==> src/include/dl_decoder_map.vh <==
// Purpose: Constants for the display list command decoder.
// Assumes: 32-bit list words, Wishbone register offsets in bytes.
// Notes: Type and command codes are the 8-bit header fields.
`ifndef DL_DECODER_MAP_VH
`define DL_DECODER_MAP_VH
`define T_PIXEL 8'h00
`define T_PIXELZ 8'h01
`define T_LINE 8'h02
`define T_LINE_XY 8'h03
`define T_LINE_XYP 8'h04
`define T_TRAP 8'h05
`define T_TRI_XY 8'h06
`define T_TRI_XYP 8'h07
`define T_RECT 8'h09
`define T_BITMAP 8'h0b
`define T_COPY 8'h0d
`define T_COPY_ALT 8'h0f
`define T_TEX 8'h11
`define T_TEX_LOCAL 8'h13
`define T_COPY_ALPHA 8'h1f
`define T_SETV 8'h70
`define T_SETVP 8'h71
`define T_DRAW 8'hf0
`define T_SETREG 8'hf1
`define T_SYNC 8'hfc
`define T_INTR 8'hfd
`define T_NOP 8'hff
`define C_FILL 8'h41
`define C_IMAGE 8'h42
`define C_CHAR 8'h43
`define C_TEX 8'h48
`define C_TILE 8'h49
`define C_TRAP_R 8'h60
`define C_TRAP_L 8'h61
`define C_FAN 8'h62
`define C_FLAGFAN 8'h63
`define C_FLUSH 8'hc1
`define C_FLUSH_Z 8'hc2
`define C_BOUNDS 8'he0
`define C_FILLSHAPE 8'he1
`define C_FLAGCLR 8'he2
`define C_NORMAL 8'hff
`define PCOUNT_PIXEL 4'h2
`define PCOUNT_PIXELZ 4'h3
`define PCOUNT_LINE 4'h5
`define PCOUNT_XY 4'h2
`define PCOUNT_XYP 4'h1
`define A_DL_DATA 8'h00
`define A_STATUS 8'h04
`define A_DEPTH_MODE 8'h08
`define A_LINE_ATTR 8'h0c
`define A_DASH 8'h10
`define A_TRI_ATTR 8'h14
`define A_TEX_ATTR 8'h18
`define A_BLT_ATTR 8'h1c
`define A_TRANS_COLOR 8'h20
`define A_CHAR_ATTR 8'h24
`define A_FG_COLOR 8'h28
`define A_BG_COLOR 8'h2c
`define A_PARAM_BASE 8'h80
`define DEPTH_NEVER 3'h0
`define DEPTH_ALWAYS 3'h1
`define DEPTH_LESS 3'h2
`define DEPTH_LESS_OR_SAME 3'h3
`define DEPTH_EQUAL 3'h4
`define DEPTH_GREATER_OR_SAME 3'h5
`define DEPTH_GREATER 3'h6
`define DEPTH_DIFFERS 3'h7
`endif

==> src/logic/display_list_command_decoder.v <==
// Purpose: Fetches, decodes and dispatches display list commands.
// Assumes: One clock; the list FIFO and drawing engine are outside.
// Notes: Drawing starts as a one-cycle pulse with a decoded operation code.
`timescale 1ns/1ps
`include "dl_decoder_map.vh"
module display_list_command_decoder #(
   parameter PARAM_WORDS = 16
) (
   input wire clk_i,
   input wire rst_i,
   input wire [7:0] wb_adr_i,
   input wire [31:0] wb_dat_i,
   input wire [3:0] wb_sel_i,
   input wire wb_we_i,
   input wire wb_cyc_i,
   input wire wb_stb_i,
   output reg [31:0] wb_dat_o,
   output reg wb_ack_o,
   input wire [31:0] fifo_data_i,
   input wire fifo_valid_i,
   output reg fifo_pop_o,
   input wire vsync_i,
   input wire engine_busy_i,
   output reg draw_start_o,
   output reg [7:0] draw_type_o,
   output reg [7:0] draw_cmd_o,
   output reg [1:0] draw_vertex_o,
   output reg line_major_y_o,
   output reg line_no_end_o,
   output reg line_dash_reset_o,
   output reg line_antialias_o,
   output reg tri_attr_used_o,
   output reg tex_from_local_o,
   output reg [1:0] copy_corner_o,
   output reg host_irq_o,
   output reg cmd_error_o,
   output reg [5:0] line_width_o,
   output reg [31:0] dash_pattern_o,
   output reg [2:0] depth_mode_o,
   output reg [2:0] tri_attr_o,
   output reg [7:0] blend_coef_o,
   output reg [4:0] tex_attr_o,
   output reg [5:0] blt_attr_o,
   output reg [15:0] trans_color_o,
   output reg [3:0] char_attr_o,
   output reg [15:0] fg_color_o,
   output reg [15:0] bg_color_o,
   input wire [15:0] new_depth_i,
   input wire [15:0] stored_depth_i,
   output reg depth_pass_o
);
   localparam S_FETCH = 4'b0001;
   localparam S_PARAM = 4'b0010;
   localparam S_WAIT = 4'b0100;
   localparam S_SYNC = 4'b1000;
   reg [3:0] state;
   reg [7:0] hdr_type;
   reg [7:0] hdr_cmd;
   reg [15:0] hdr_low;
   reg [7:0] words_left;
   reg [7:0] reg_addr;
   reg setreg_mode;
   reg [31:0] params [0:PARAM_WORDS-1];
   reg [3:0] pidx;
   reg [31:0] sw_word;
   reg sw_word_valid;
   reg vsync_prev;
   reg [5:0] lw_raw;
   wire wb_req = wb_cyc_i && wb_stb_i && !wb_ack_o;
   wire wb_wr = wb_req && wb_we_i;
   wire [31:0] wmask = {{8{wb_sel_i[3]}}, {8{wb_sel_i[2]}}, {8{wb_sel_i[1]}}, {8{wb_sel_i[0]}}};
   // Software words are merged into the list stream; the FIFO port wins when both present.
   wire word_valid = fifo_valid_i || sw_word_valid;
   wire [31:0] word = fifo_valid_i ? fifo_data_i : sw_word;
   // A popped word stands one more cycle and a software write owns its cycle.
   // Neither of those cycles takes a list word.
   wire take_word = word_valid && !fifo_pop_o && !wb_wr &&
                    (state == S_FETCH || state == S_PARAM);
   wire vsync_rise = vsync_i && !vsync_prev;
   reg [3:0] pcount;
   reg known;
   reg imm_start;
   // Parameter word counts per type; count-field formats use the low byte, SETREG the command byte.
   always @* begin
      pcount = 4'h0;
      known = 1'b1;
      imm_start = 1'b0;
      case (word[31:24])
         `T_PIXEL: pcount = `PCOUNT_PIXEL;
         `T_PIXELZ: pcount = `PCOUNT_PIXELZ;
         `T_LINE: pcount = `PCOUNT_LINE;
         `T_LINE_XY, `T_SETV: pcount = `PCOUNT_XY;
         `T_LINE_XYP, `T_SETVP: pcount = `PCOUNT_XYP;
         `T_TRAP, `T_TRI_XY, `T_TRI_XYP, `T_DRAW: imm_start = 1'b1;
         `T_RECT, `T_BITMAP, `T_COPY, `T_COPY_ALT, `T_TEX, `T_TEX_LOCAL,
         `T_COPY_ALPHA, `T_SETREG, `T_SYNC, `T_INTR, `T_NOP: pcount = 4'h0;
         default: known = 1'b0;
      endcase
   end
   wire [7:0] cnt_field = (word[31:24] == `T_SETREG) ? word[23:16] : word[7:0];
   // Unknown codes inside the counted range stay no-ops.
   wire count_type = known && (word[31:24] >= `T_RECT) && (word[31:24] <= `T_COPY_ALPHA);
   wire [7:0] hdr_words = (word[31:24] == `T_SETREG || count_type) ? cnt_field : {4'h0, pcount};
   // A prohibited vertex code is flagged for line-XY and set-vertex types only; the command still runs.
   wire vtx_bad = (word[1:0] == 2'b11) ||
                  ((word[31:24] == `T_LINE_XY || word[31:24] == `T_LINE_XYP) &&
                   word[1:0] == 2'b10);
   always @(posedge clk_i) begin
      if (rst_i) begin
         state <= S_FETCH;
         hdr_type <= `T_NOP;
         hdr_cmd <= 8'h00;
         hdr_low <= 16'h0000;
         words_left <= 8'h00;
         reg_addr <= 8'h00;
         setreg_mode <= 1'b0;
         pidx <= 4'h0;
         fifo_pop_o <= 1'b0;
         draw_start_o <= 1'b0;
         draw_type_o <= 8'h00;
         draw_cmd_o <= 8'h00;
         draw_vertex_o <= 2'b00;
         line_major_y_o <= 1'b0;
         line_no_end_o <= 1'b0;
         line_dash_reset_o <= 1'b0;
         line_antialias_o <= 1'b0;
         tri_attr_used_o <= 1'b0;
         tex_from_local_o <= 1'b0;
         copy_corner_o <= 2'b00;
         host_irq_o <= 1'b0;
         cmd_error_o <= 1'b0;
         lw_raw <= 6'h01;
         dash_pattern_o <= 32'hffffffff;
         depth_mode_o <= `DEPTH_ALWAYS;
         tri_attr_o <= 3'h0;
         blend_coef_o <= 8'hff;
         tex_attr_o <= 5'h00;
         blt_attr_o <= 6'h03;
         trans_color_o <= 16'h0000;
         char_attr_o <= 4'h0;
         fg_color_o <= 16'hffff;
         bg_color_o <= 16'h0000;
         sw_word <= 32'h00000000;
         sw_word_valid <= 1'b0;
         vsync_prev <= 1'b0;
         wb_ack_o <= 1'b0;
         wb_dat_o <= 32'h00000000;
      end else begin
         vsync_prev <= vsync_i;
         draw_start_o <= 1'b0;
         fifo_pop_o <= take_word && fifo_valid_i;
         if (take_word && !fifo_valid_i)
            sw_word_valid <= 1'b0;
         case (state)
            S_FETCH: begin
               if (take_word) begin
                  hdr_type <= word[31:24];
                  hdr_cmd <= word[23:16];
                  hdr_low <= word[15:0];
                  words_left <= hdr_words;
                  reg_addr <= word[7:0];
                  setreg_mode <= (word[31:24] == `T_SETREG);
                  pidx <= 4'h0;
                  if (vtx_bad && (word[31:24] == `T_LINE_XY || word[31:24] == `T_LINE_XYP ||
                                  word[31:24] == `T_SETV || word[31:24] == `T_SETVP))
                     cmd_error_o <= 1'b1;
                  if (!known)
                     cmd_error_o <= 1'b1;
                  if (word[31:24] == `T_INTR)
                     host_irq_o <= 1'b1;
                  // Reserved flag bits are ignored.
                  if (word[31:24] == `T_SYNC && word[0])
                     state <= S_SYNC;
                  else if (hdr_words != 8'h00)
                     state <= S_PARAM;
                  else if (imm_start || count_type) begin
                     draw_start_o <= 1'b1;
                     state <= S_WAIT;
                  end
               end
            end
            S_PARAM: begin
               if (take_word) begin
                  // Register writes step by four bytes; a long payload piles
                  // into the last parameter slot instead of wrapping.
                  if (setreg_mode) begin
                     reg_addr <= reg_addr + 8'h04;
                  end else if (pidx != 4'hf) begin
                     pidx <= pidx + 4'h1;
                  end
                  words_left <= words_left - 8'h01;
                  if (words_left == 8'h01) begin
                     // Parameters are all in place before the start pulse leaves.
                     if (!setreg_mode && hdr_type != `T_SETV && hdr_type != `T_SETVP) begin
                        draw_start_o <= 1'b1;
                        state <= S_WAIT;
                     end else begin
                        state <= S_FETCH;
                     end
                  end
               end
            end
            S_WAIT: begin
               // Busy is trusted only from the cycle after the pulse.
               if (!engine_busy_i && !draw_start_o)
                  state <= S_FETCH;
            end
            S_SYNC: begin
               if (vsync_rise)
                  state <= S_FETCH;
            end
            default: state <= S_FETCH;
         endcase
         if ((state == S_FETCH && take_word) && (imm_start || count_type || pcount != 4'h0)) begin
            draw_type_o <= word[31:24];
            draw_cmd_o <= word[23:16];
            draw_vertex_o <= word[1:0];
            case (word[31:24])
               `T_LINE: begin
                  line_major_y_o <= word[16];
                  line_no_end_o <= word[17];
                  line_dash_reset_o <= word[18];
                  line_antialias_o <= word[19];
               end
               `T_LINE_XY, `T_LINE_XYP: begin
                  draw_vertex_o <= {1'b0, word[16]};
                  line_no_end_o <= word[17];
                  line_dash_reset_o <= word[18];
                  line_antialias_o <= word[19];
               end
               default: begin
               end
            endcase
            // XY triangles skip shading and blend attributes.
            tri_attr_used_o <= (word[31:24] == `T_TRAP);
            tex_from_local_o <= (word[31:24] == `T_TEX_LOCAL);
            copy_corner_o <= word[17:16];
         end
         // Software register port and list register writes share one decoder.
         // A registered acknowledge answers every access after one cycle.
         wb_ack_o <= wb_req;
         if (wb_wr && wb_adr_i == `A_DL_DATA) begin
            sw_word <= wb_dat_i;
            sw_word_valid <= 1'b1;
         end
         if (wb_wr && wb_adr_i == `A_STATUS) begin
            if (wb_dat_i[0])
               host_irq_o <= 1'b0;
            if (wb_dat_i[1])
               cmd_error_o <= 1'b0;
         end
         if (state == S_FETCH && take_word && word[31:24] == `T_INTR)
            host_irq_o <= 1'b1;
         if ((wb_wr && wb_adr_i == `A_DEPTH_MODE) ||
             (state == S_PARAM && take_word && setreg_mode && reg_addr == `A_DEPTH_MODE))
            depth_mode_o <= wb_wr ? wb_dat_i[2:0] : word[2:0];
         if ((wb_wr && wb_adr_i == `A_LINE_ATTR) ||
             (state == S_PARAM && take_word && setreg_mode && reg_addr == `A_LINE_ATTR))
            lw_raw <= wb_wr ? wb_dat_i[5:0] : word[5:0];
         if ((wb_wr && wb_adr_i == `A_DASH) ||
             (state == S_PARAM && take_word && setreg_mode && reg_addr == `A_DASH))
            dash_pattern_o <= wb_wr ? ((dash_pattern_o & ~wmask) | (wb_dat_i & wmask)) : word;
         if ((wb_wr && wb_adr_i == `A_TRI_ATTR) ||
             (state == S_PARAM && take_word && setreg_mode && reg_addr == `A_TRI_ATTR)) begin
            tri_attr_o <= wb_wr ? wb_dat_i[2:0] : word[2:0];
            blend_coef_o <= wb_wr ? wb_dat_i[15:8] : word[15:8];
         end
         if ((wb_wr && wb_adr_i == `A_TEX_ATTR) ||
             (state == S_PARAM && take_word && setreg_mode && reg_addr == `A_TEX_ATTR))
            tex_attr_o <= wb_wr ? wb_dat_i[4:0] : word[4:0];
         if ((wb_wr && wb_adr_i == `A_BLT_ATTR) ||
             (state == S_PARAM && take_word && setreg_mode && reg_addr == `A_BLT_ATTR))
            blt_attr_o <= wb_wr ? wb_dat_i[5:0] : word[5:0];
         if ((wb_wr && wb_adr_i == `A_TRANS_COLOR) ||
             (state == S_PARAM && take_word && setreg_mode && reg_addr == `A_TRANS_COLOR))
            trans_color_o <= wb_wr ? wb_dat_i[15:0] : word[15:0];
         if ((wb_wr && wb_adr_i == `A_CHAR_ATTR) ||
             (state == S_PARAM && take_word && setreg_mode && reg_addr == `A_CHAR_ATTR))
            char_attr_o <= wb_wr ? wb_dat_i[3:0] : word[3:0];
         if ((wb_wr && wb_adr_i == `A_FG_COLOR) ||
             (state == S_PARAM && take_word && setreg_mode && reg_addr == `A_FG_COLOR))
            fg_color_o <= wb_wr ? wb_dat_i[15:0] : word[15:0];
         if ((wb_wr && wb_adr_i == `A_BG_COLOR) ||
             (state == S_PARAM && take_word && setreg_mode && reg_addr == `A_BG_COLOR))
            bg_color_o <= wb_wr ? wb_dat_i[15:0] : word[15:0];
         case (wb_adr_i)
            `A_STATUS: wb_dat_o <= {22'h000000, sw_word_valid, engine_busy_i, state,
                                    2'b00, cmd_error_o, host_irq_o};
            `A_DEPTH_MODE: wb_dat_o <= {29'h0, depth_mode_o};
            `A_LINE_ATTR: wb_dat_o <= {26'h0, lw_raw};
            `A_DASH: wb_dat_o <= dash_pattern_o;
            `A_TRI_ATTR: wb_dat_o <= {16'h0, blend_coef_o, 5'h0, tri_attr_o};
            `A_TEX_ATTR: wb_dat_o <= {27'h0, tex_attr_o};
            `A_BLT_ATTR: wb_dat_o <= {26'h0, blt_attr_o};
            `A_TRANS_COLOR: wb_dat_o <= {16'h0, trans_color_o};
            `A_CHAR_ATTR: wb_dat_o <= {28'h0, char_attr_o};
            `A_FG_COLOR: wb_dat_o <= {16'h0, fg_color_o};
            `A_BG_COLOR: wb_dat_o <= {16'h0, bg_color_o};
            default: wb_dat_o <= (wb_adr_i >= `A_PARAM_BASE) ?
                                 params[wb_adr_i[5:2]] : 32'h00000000;
         endcase
      end
   end
   // Parameter words land in the parameter array as they arrive.
   // Reset clears it so an unused slot reads as zero.
   integer pi;
   always @(posedge clk_i) begin
      if (rst_i) begin
         for (pi = 0; pi < PARAM_WORDS; pi = pi + 1)
            params[pi] <= 32'h00000000;
      end else if (state == S_PARAM && take_word && !setreg_mode) begin
         params[pidx] <= word;
      end
   end
   // Width codes 0 and above 32 are held to the legal range.
   always @(posedge clk_i) begin
      if (rst_i)
         line_width_o <= 6'h01;
      else if (lw_raw == 6'h00)
         line_width_o <= 6'h01;
      else if (lw_raw > 6'h20)
         line_width_o <= 6'h20;
      else
         line_width_o <= lw_raw;
   end
   // The result trails its inputs and mode by one cycle.
   always @(posedge clk_i) begin
      if (rst_i)
         depth_pass_o <= 1'b0;
      else
         case (depth_mode_o)
            `DEPTH_NEVER: depth_pass_o <= 1'b0;
            `DEPTH_ALWAYS: depth_pass_o <= 1'b1;
            `DEPTH_LESS: depth_pass_o <= new_depth_i < stored_depth_i;
            `DEPTH_LESS_OR_SAME: depth_pass_o <= new_depth_i <= stored_depth_i;
            `DEPTH_EQUAL: depth_pass_o <= new_depth_i == stored_depth_i;
            `DEPTH_GREATER_OR_SAME: depth_pass_o <= new_depth_i >= stored_depth_i;
            `DEPTH_GREATER: depth_pass_o <= new_depth_i > stored_depth_i;
            default: depth_pass_o <= new_depth_i != stored_depth_i;
         endcase
   end
endmodule // display_list_command_decoder

==> config.mk <==
export PLATFORM = sky130hd
export DESIGN_NAME = display_list_command_decoder
export DESIGN_NICKNAME = d
export VERILOG_FILES = /design/src/logic/display_list_command_decoder.v
export VERILOG_INCLUDE_DIRS = /design/src /design/src/include
export SDC_FILE = /design/constraint.sdc
export NUM_CORES = 1
export LEC_CHECK = 0
export BUFFER_PORTS_ARGS = -buffer_cell sky130_fd_sc_hd__buf_2
export CAP_MARGIN = 20
export CELL_PAD_IN_SITES_DETAIL_PLACEMENT = 1
export CELL_PAD_IN_SITES_GLOBAL_PLACEMENT = 1
export CORE_ASPECT_RATIO = 2
export CORE_UTILIZATION = 50
export DETAILED_ROUTE_END_ITERATION = 12
export GPL_TIMING_DRIVEN = 0
export HOLD_SLACK_MARGIN = 0.03
export PLACE_DENSITY = 0.87
export SYNTH_ARGS = -nofsm -noshare
export SYNTH_HDL_FRONTEND = slang
export SYNTH_SLANG_ARGS = --single-unit
==> constraint.sdc <==
create_clock -name clk_i -period 9.05 [get_ports clk_i]
set_input_delay 0.4525 -clock clk_i [delete_from_list [all_inputs] [get_ports clk_i]]
set_output_delay 0.4525 -clock clk_i [all_outputs]
set_load 0.02 [all_outputs]
==> run_results.csv, run 1 <==
group,metric,value,unit
placement,place_area,36100,um^2
grt,grt_overflow,0,
synthesis,synth-seq-cells,761,
floorplanning,die_w,185,um
synthesis,synth_nets,2883,
clocking,root_buffer,"clkbuf_16",
pwr,p_total,0.00784,W
grt,antenna_found_initial,5,
clocking,clock_latency,0.65,ns
synthesis,synth_top_area_cell,"edfxtp_1",
route,wl_per_cell,33.0,um
sta,setup_violations,0,
finish,drive_gt1_share,20.2,%
floorplanning,die_area,67800,um^2
worst_setup_path,worstSetupPathDepth,6,
synthesis,yosys.area.top_type_share,46.1,%
floorplanning,coreArea,65900,um^2
synthesis,synth-main-ff-cell,"edfxtp_1",
synthesis,synth_cells,2741,
sta,rsz0062_at_grt,"false",
finish,finalNetCount,3263,
sta,clock.fmax,203,MHz
clocking,postCtsSetupRepairBufs,0,
worst_setup_path,cp.buffers_inverters,1,
sta,maxSlewViolCount,0,
grt,grt_max_degree,33,
worst_setup_path,cpLargestDelayFamily,"simple AND/OR/NAND/NOR gates",
worst_setup_path,slowest_stage,"nand2_2",
sta,slew_headroom,5.56,%
synthesis,yosys.cell_types.count,82,
synthesis,syn_avg_cell_area,12.2,um^2
clocking,cts.path.max_buffers,3,
sta,holdWs,0.0510,ns
route,drt_pass1_iterations,8,
synthesis,synthArstFlopShare,0,%
synthesis,synth_edf_count,512,
pwr,peakVddDrop,173,uV
sta,fin_crit_sh,54.5,%
sta,hold_violations,0,
finish,fillers,6829,
pwr,power_leakage,13.7,nW
placement,finalWeightedCongestion,1.02,
worst_setup_path,slowest_delay,0.96,ns
sta,worstMarginPinSlew,1.42,ns
grt,grt_pass1_wl,192000,um
sta,tns,0,ns
clocking,cts_num_sinks,761,
route,vias,26500,
route,drt_iter0_markers,2538,
finish,area_growth,15.3,%
route,drc,0,
worst_setup_path,cp_max_fo,32,
grt,grt_util_all_layers,40.2,%
floorplanning,io_pins,295,
clocking,cts_max_level,3,
floorplanning,row_count,133,
placement,port_buffers,285,
worst_setup_path,arrival,5.18,ns
placement,post-dp-hpwl,100000,um
route,drtAntennaViolNets,0,
clocking,clk_pin_slew,0.07,ns
status,outcome,"complete, no violations",
synthesis,yosysWarnings,0,
clocking,ctsHoldBuffers,0,
route,wl,133000,um
worst_setup_path,cp-start-kind,"flip-flop",
grt,grt_pass1_vias,27800,
synthesis,synthTopCellsByArea,"edfxtp_1 (46%), dfxtp_1 (15%), mux4_2 (11%)",
worst_setup_path,worstPathCellList,"nor2_1 -> nand3b_1 -> nor4_2 -> nand3_1 -> clkbuf_1 -> nand2_2",
floorplanning,start_util,50.6,%
worst_setup_path,endpoint_kind,"flip-flop",
worst_setup_path,reg2regPathDepth,6,
min_path,hold_path_class,"input pin to flip-flop",
clocking,cts_tree,"built",
synthesis,synth_area,33400,um^2
synthesis,synth_seq_area_share,61.0,%
clocking,cts_inserted_buffers,68,
pwr,pwr_density_cell,204,nW/um^2
clocking,postCtsResizedCells,0,
worst_setup_path,crit_required,9.30,ns
finish,finalInstanceArea,38500,um^2
job,maxCapViolations,0,
sta,min_period,4.93,ns
route,avgViaCountPerCell,6.54,
floorplanning,die_y,367,um
min_path,hold_depth,2,
worst_setup_path,criticalPathCategory,"flip-flop to flip-flop",
finish,fin_util,58.4,%
sta,clock-skew-final,0.0278,ns
## cell usage in the layout (no fill, tap or decap), types with 19 or more instances in the layout
cell	n
buf_2	305
a211oi_1	21
a221o_1	34
edfxtp_1	512
clkbuf_16	73
a21oi_1	126
clkbuf_1	195
a31oi_1	19
ha_1	26
buf_1	23
nor3_1	19
o21ai_0	62
nand3_1	57
inv_1	31
mux2i_1	84
mux4_2	160
dfxtp_1	249
a22oi_1	46
nand2_1	217
nor2_1	627
## final timing paths
| check | slack (ns) | startpoint | endpoint |
|---|---|---|---|
| worst max register to register | 4.12 | state[2] | params[3][9] |
| worst max-delay path | 4.12 | state[2] | params[3][9] |
| worst min register to register | 0.46 | line_antialias_o | line_antialias_o |
| worst min-delay path | 0.05 | vsync_i | vsync_prev |
## metrics by stage
step                instances  setup slack [ns]
global placement         3903              4.17
global route             4046              4.17
detailed placement       3917              4.47
finish                   4051              4.12
CTS                      4035              4.49
floorplan                2741              5.64
## area by class of cell
cell class                 count  area (um^2)  area share (%)
multi-input combinational   1712        12000            31.1
sequential                   761        20400            52.9
clock buffer                  88         1930            5.03
antenna                        5         12.5          0.0325
buffer                       237          972            2.53
clock inverter                30          265           0.690
inverter                      31          116           0.303
timing repair buffer         310         1740            4.53
tap                          877         1100            2.85
## power by group
group | internal [W] | switching (W) | total, W | leakage (nW)
sequential | 0.00385 | 0.0000915 | 0.00394 | 7.09
combinational | 0.000294 | 0.000609 | 0.000903 | 5.52
clock | 0.00163 | 0.00137 | 0.00299 | 1.07
## worst register-to-register path, stage by stage (launching register included)
cell	delay (ns)
dfxtp_1	0.53
nor2_1	0.32
nand3b_1	0.41
nor4_2	0.90
nand3_1	0.78
clkbuf_1	0.62
nand2_2	0.96
## cells by family (layout without fill, tap and decap cells)
family | Yosys count | after routing | share of synthesized area, %
and+or+nand+nor | 1022 | 1022 | 12.7
DFF | 761 | 761 | 61.0
AOI/OAI and AO/OA | 417 | 417 | 8.63
buffers and inverters | 268 | 696 | 3.26
muxes | 245 | 245 | 13.4
adders and majority gates | 26 | 26 | 0.975
xor gates and xnor gates | 2 | 2 | 0.0525
other | 0 | 5 | 0
## registers in the layout, summed over array words and instances, names as in the netlist, 16 cells and up, named ones only
register	flops
bg_color_o	16
wb_dat_o	32
sw_word	32
params	512
fg_color_o	16
trans_color_o	16
## cell usage after synthesis, drive strengths merged (46+ instances only)
cell,number
mux4,160
a22oi,46
nand3,57
dfxtp,249
a21oi,126
buf,52
mux2i,84
o21ai,69
edfxtp,512
nand2,233
clkbuf,185
nor2,629
## routing by layer
layer  wire, um  share of wire [%]  GRT usage, %
met5          0                  0             0
met4      13000                9.7          33.0
met3      10700                8.0          8.18
met2      67400                 51          68.6
met1      42400                 32          42.2
Power figures use the tool's default switching activity.
==> inputs of run 2 (changes only) <==
--- a/config.mk
+++ b/config.mk
@@ -11,11 +11,11 @@
 export CELL_PAD_IN_SITES_DETAIL_PLACEMENT = 1
 export CELL_PAD_IN_SITES_GLOBAL_PLACEMENT = 1
 export CORE_ASPECT_RATIO = 2
-export CORE_UTILIZATION = 50
+export CORE_UTILIZATION = 49
 export DETAILED_ROUTE_END_ITERATION = 12
 export GPL_TIMING_DRIVEN = 0
 export HOLD_SLACK_MARGIN = 0.03
-export PLACE_DENSITY = 0.87
+export PLACE_DENSITY = 0.85
 export SYNTH_ARGS = -nofsm -noshare
 export SYNTH_HDL_FRONTEND = slang
 export SYNTH_SLANG_ARGS = --single-unit
==> constraint.sdc (replaced) <==
create_clock -name clk_i -period 4.8 [get_ports clk_i]
set_input_delay 0.24 -clock clk_i [delete_from_list [all_inputs] [get_ports clk_i]]
set_output_delay 0.24 -clock clk_i [all_outputs]
set_load 0.02 [all_outputs]
==> run 2 against run 1 <==
  * Final cell count up 1.0%
  * Critical path depth increased by 1
  * Clock power increased by 91%
  * Hold slack gained 0.080 ns
  * Highest routed layer is now met5
==> run_results.csv, run 2 (same netlist as run 1, synthesis figures left out) <==
group,metric,value,unit
status,outcome,"complete, no violations",
worst_setup_path,r2r-start,"state[2]",
placement,port_buffers,285,
sta,setup_violations,0,
sta,clock-skew-final,0.0350,ns
worst_setup_path,cp-start-kind,"flip-flop",
finish,largest_register,"params",
route,vias,26300,
clocking,cts_inserted_buffers,68,
route,drt_iter0_markers,2370,
min_path,hold_path_class,"input pin to flip-flop",
sta,rsz0062_at_grt,"false",
worst_setup_path,cpLargestDelayFamily,"simple AND/OR/NAND/NOR gates",
pwr,p_total,0.0149,W
floorplanning,die_area,69200,um^2
clocking,cts.path.max_buffers,3,
route,wl,132000,um
grt,grt_max_degree,33,
finish,finalNetCount,3293,
pwr,pwr_density_cell,383,nW/um^2
worst_setup_path,startpoint,"state[2]",
worst_setup_path,r2r_end,"params[1][0]",
sta,min_period,4.42,ns
grt,grt_pass1_vias,28100,
route,wl_per_cell,32.2,um
pwr,internal_power,0.0109,W
sta,fin_crit_sh,92.1,%
pwr,seqPwrFrac,50.0,%
worst_setup_path,slowest_delay,0.81,ns
sta,clock.fmax,226,MHz
floorplanning,start_util,49.4,%
worst_setup_path,worstPathCellList,"nor2_1 -> nand3b_1 -> nor4_2 -> buf_2 -> nand3_1 -> clkbuf_1 -> nand2_2",
floorplanning,coreArea,67600,um^2
worst_setup_path,cp.buffers_inverters,2,
clocking,cts_tree,"built",
finish,largest_reg_flops,512,
grt,antenna_found_initial,3,
sta,maxSlewViolCount,0,
finish,area_growth,16.4,%
floorplanning,io_pins,295,
finish,layout_commonest_cell,"nor2_1",
pwr,power_leakage,13.9,nW
clocking,cts_max_level,3,
grt,grt_pass1_wl,191000,um
worst_setup_path,reg2regPathDepth,7,
clocking,clock_latency,0.66,ns
worst_setup_path,cp_max_fo,32,
pwr,p_clk_share,38.5,%
pwr,power.switching,0.00391,W
floorplanning,die_y,371,um
placement,post-dp-hpwl,100000,um
grt,grt_overflow,0,
route,drtAntennaViolNets,0,
pwr,sw_frac_of_total,26.3,%
worst_setup_path,crit_required,5.05,ns
finish,drive_gt1_share,19.7,%
clocking,clk_pin_slew,0.07,ns
sta,hold_violations,0,
finish,largestRegisters,"params: 512 flops, sw_word: 32 flops, wb_dat_o: 32 flops",
finish,final_cell_mix,"nor2_1 (627), edfxtp_1 (512), buf_2 (305), dfxtp_1 (249), nand2_1 (217)",
sta,slew_headroom,5.61,%
worst_setup_path,arrival,4.67,ns
worst_setup_path,endpoint,"params[1][0]",
pwr,share_comb_of_total_power,11.5,%
route,drc,0,
floorplanning,row_count,135,
worst_setup_path,criticalPathCategory,"flip-flop to flip-flop",
clocking,postCtsResizedCells,0,
pwr,peakVddDrop,294,uV
sta,worstMarginPinSlew,1.42,ns
worst_setup_path,slowest_stage,"nand2_2",
worst_setup_path,rrSetupSlack,0.38,ns
route,drt_pass1_iterations,8,
min_path,holdCritStartpoint,"fifo_data_i[22]",
grt,grt_util_all_layers,38.1,%
clocking,root_buffer,"clkbuf_16",
worst_setup_path,worstSetupPathDepth,7,
sta,tns,0,ns
job,maxCapViolations,0,
floorplanning,die_w,187,um
worst_setup_path,endpoint_kind,"flip-flop",
placement,finalWeightedCongestion,0.996,
sta,holdWs,0.131,ns
route,avgViaCountPerCell,6.44,
min_path,hold_depth,3,
clocking,cts_num_sinks,761,
finish,fillers,6934,
run 2: cell types whose count changed in the layout (fill, tap and decap cells not counted), sizes merged:
cell / previous run / this run
dlygate4sd3: 0 / 36
clkinv: 15 / 22
clkinvlp: 8 / 1
buf: 361 / 356
diode: 5 / 2
bufinv: 4 / 6
clkbuf: 274 / 272
inv: 34 / 35
run 2: area by class of cell:
class                      count  area, um^2  share of cell area (%)
antenna                        2        5.00                  0.0129
buffer                       237         972                    2.50
clock buffer                  87        1880                    4.83
clock inverter                33         382                   0.983
inverter                      31         116                   0.300
multi-input combinational   1712       12000                    30.8
sequential                   761       20400                    52.4
tap                          890        1110                    2.87
timing repair buffer         340        2050                    5.27
run 2: power groups by stage:
stage,clock network (W),registers [W],logic [W]
floorplan,0,0.00753,0.000919
global placement,0,0.00752,0.00154
detailed placement,0,0.00755,0.00162
CTS,0.00572,0.00741,0.00166
global route,0.00592,0.00744,0.00178
finish,0.00572,0.00742,0.00171
run 2: metal layers:
| metal | up-vias | track usage [%] | routed length [um] |
|---|---|---|---|
| met5 | - | 0 | 28 |
| li1 | 10900 | - | - |
| met1 | 13300 | 38.2 | 42000 |
| met4 | 4 | 30.9 | 11400 |
| met3 | 519 | 7.25 | 9090 |
| met2 | 1616 | 68.8 | 69000 |
run 2: timing repair:
| item | 4_1_cts | 5_1_grt |
|---|---|---|
| hold buffers | 36 | 0 |
| endpoints found under the hold margin | 45 | 0 |
| buffers inserted | 0 | 0 |
run 2: worst min-delay path by stage:
stage                     to  slack [ns]
5_1_grt        draw_cmd_o[6]        0.15
4_1_cts        draw_cmd_o[6]        0.11
3_5_place_dp        wb_ack_o        0.45
2_1_floorplan    cmd_error_o        0.35
3_3_place_gp     sw_word[10]        0.44
6_report       draw_cmd_o[6]        0.13
run 2: tightest hold or removal path: cells and delay by family:
kind	cells	cell delay (ns)
buffers and inverters	1	0.12
AOI/OAI and AO/OA	1	0.22
muxes	1	0.15
run 2: metrics by stage:
stage | instance area [um^2] | util (%) | setup WS, ns | cells
after global routing | 38800 | 57.5 | 0.267 | 4091
after floorplan | 33400 | - | 1.39 | 2741
after global placement | 35900 | 53.1 | 0.0542 | 3916
after detailed placement | 36100 | 53.4 | 0.525 | 3926
after CTS | 38700 | 57.3 | 0.471 | 4082
final | 38800 | 57.5 | 0.382 | 4093
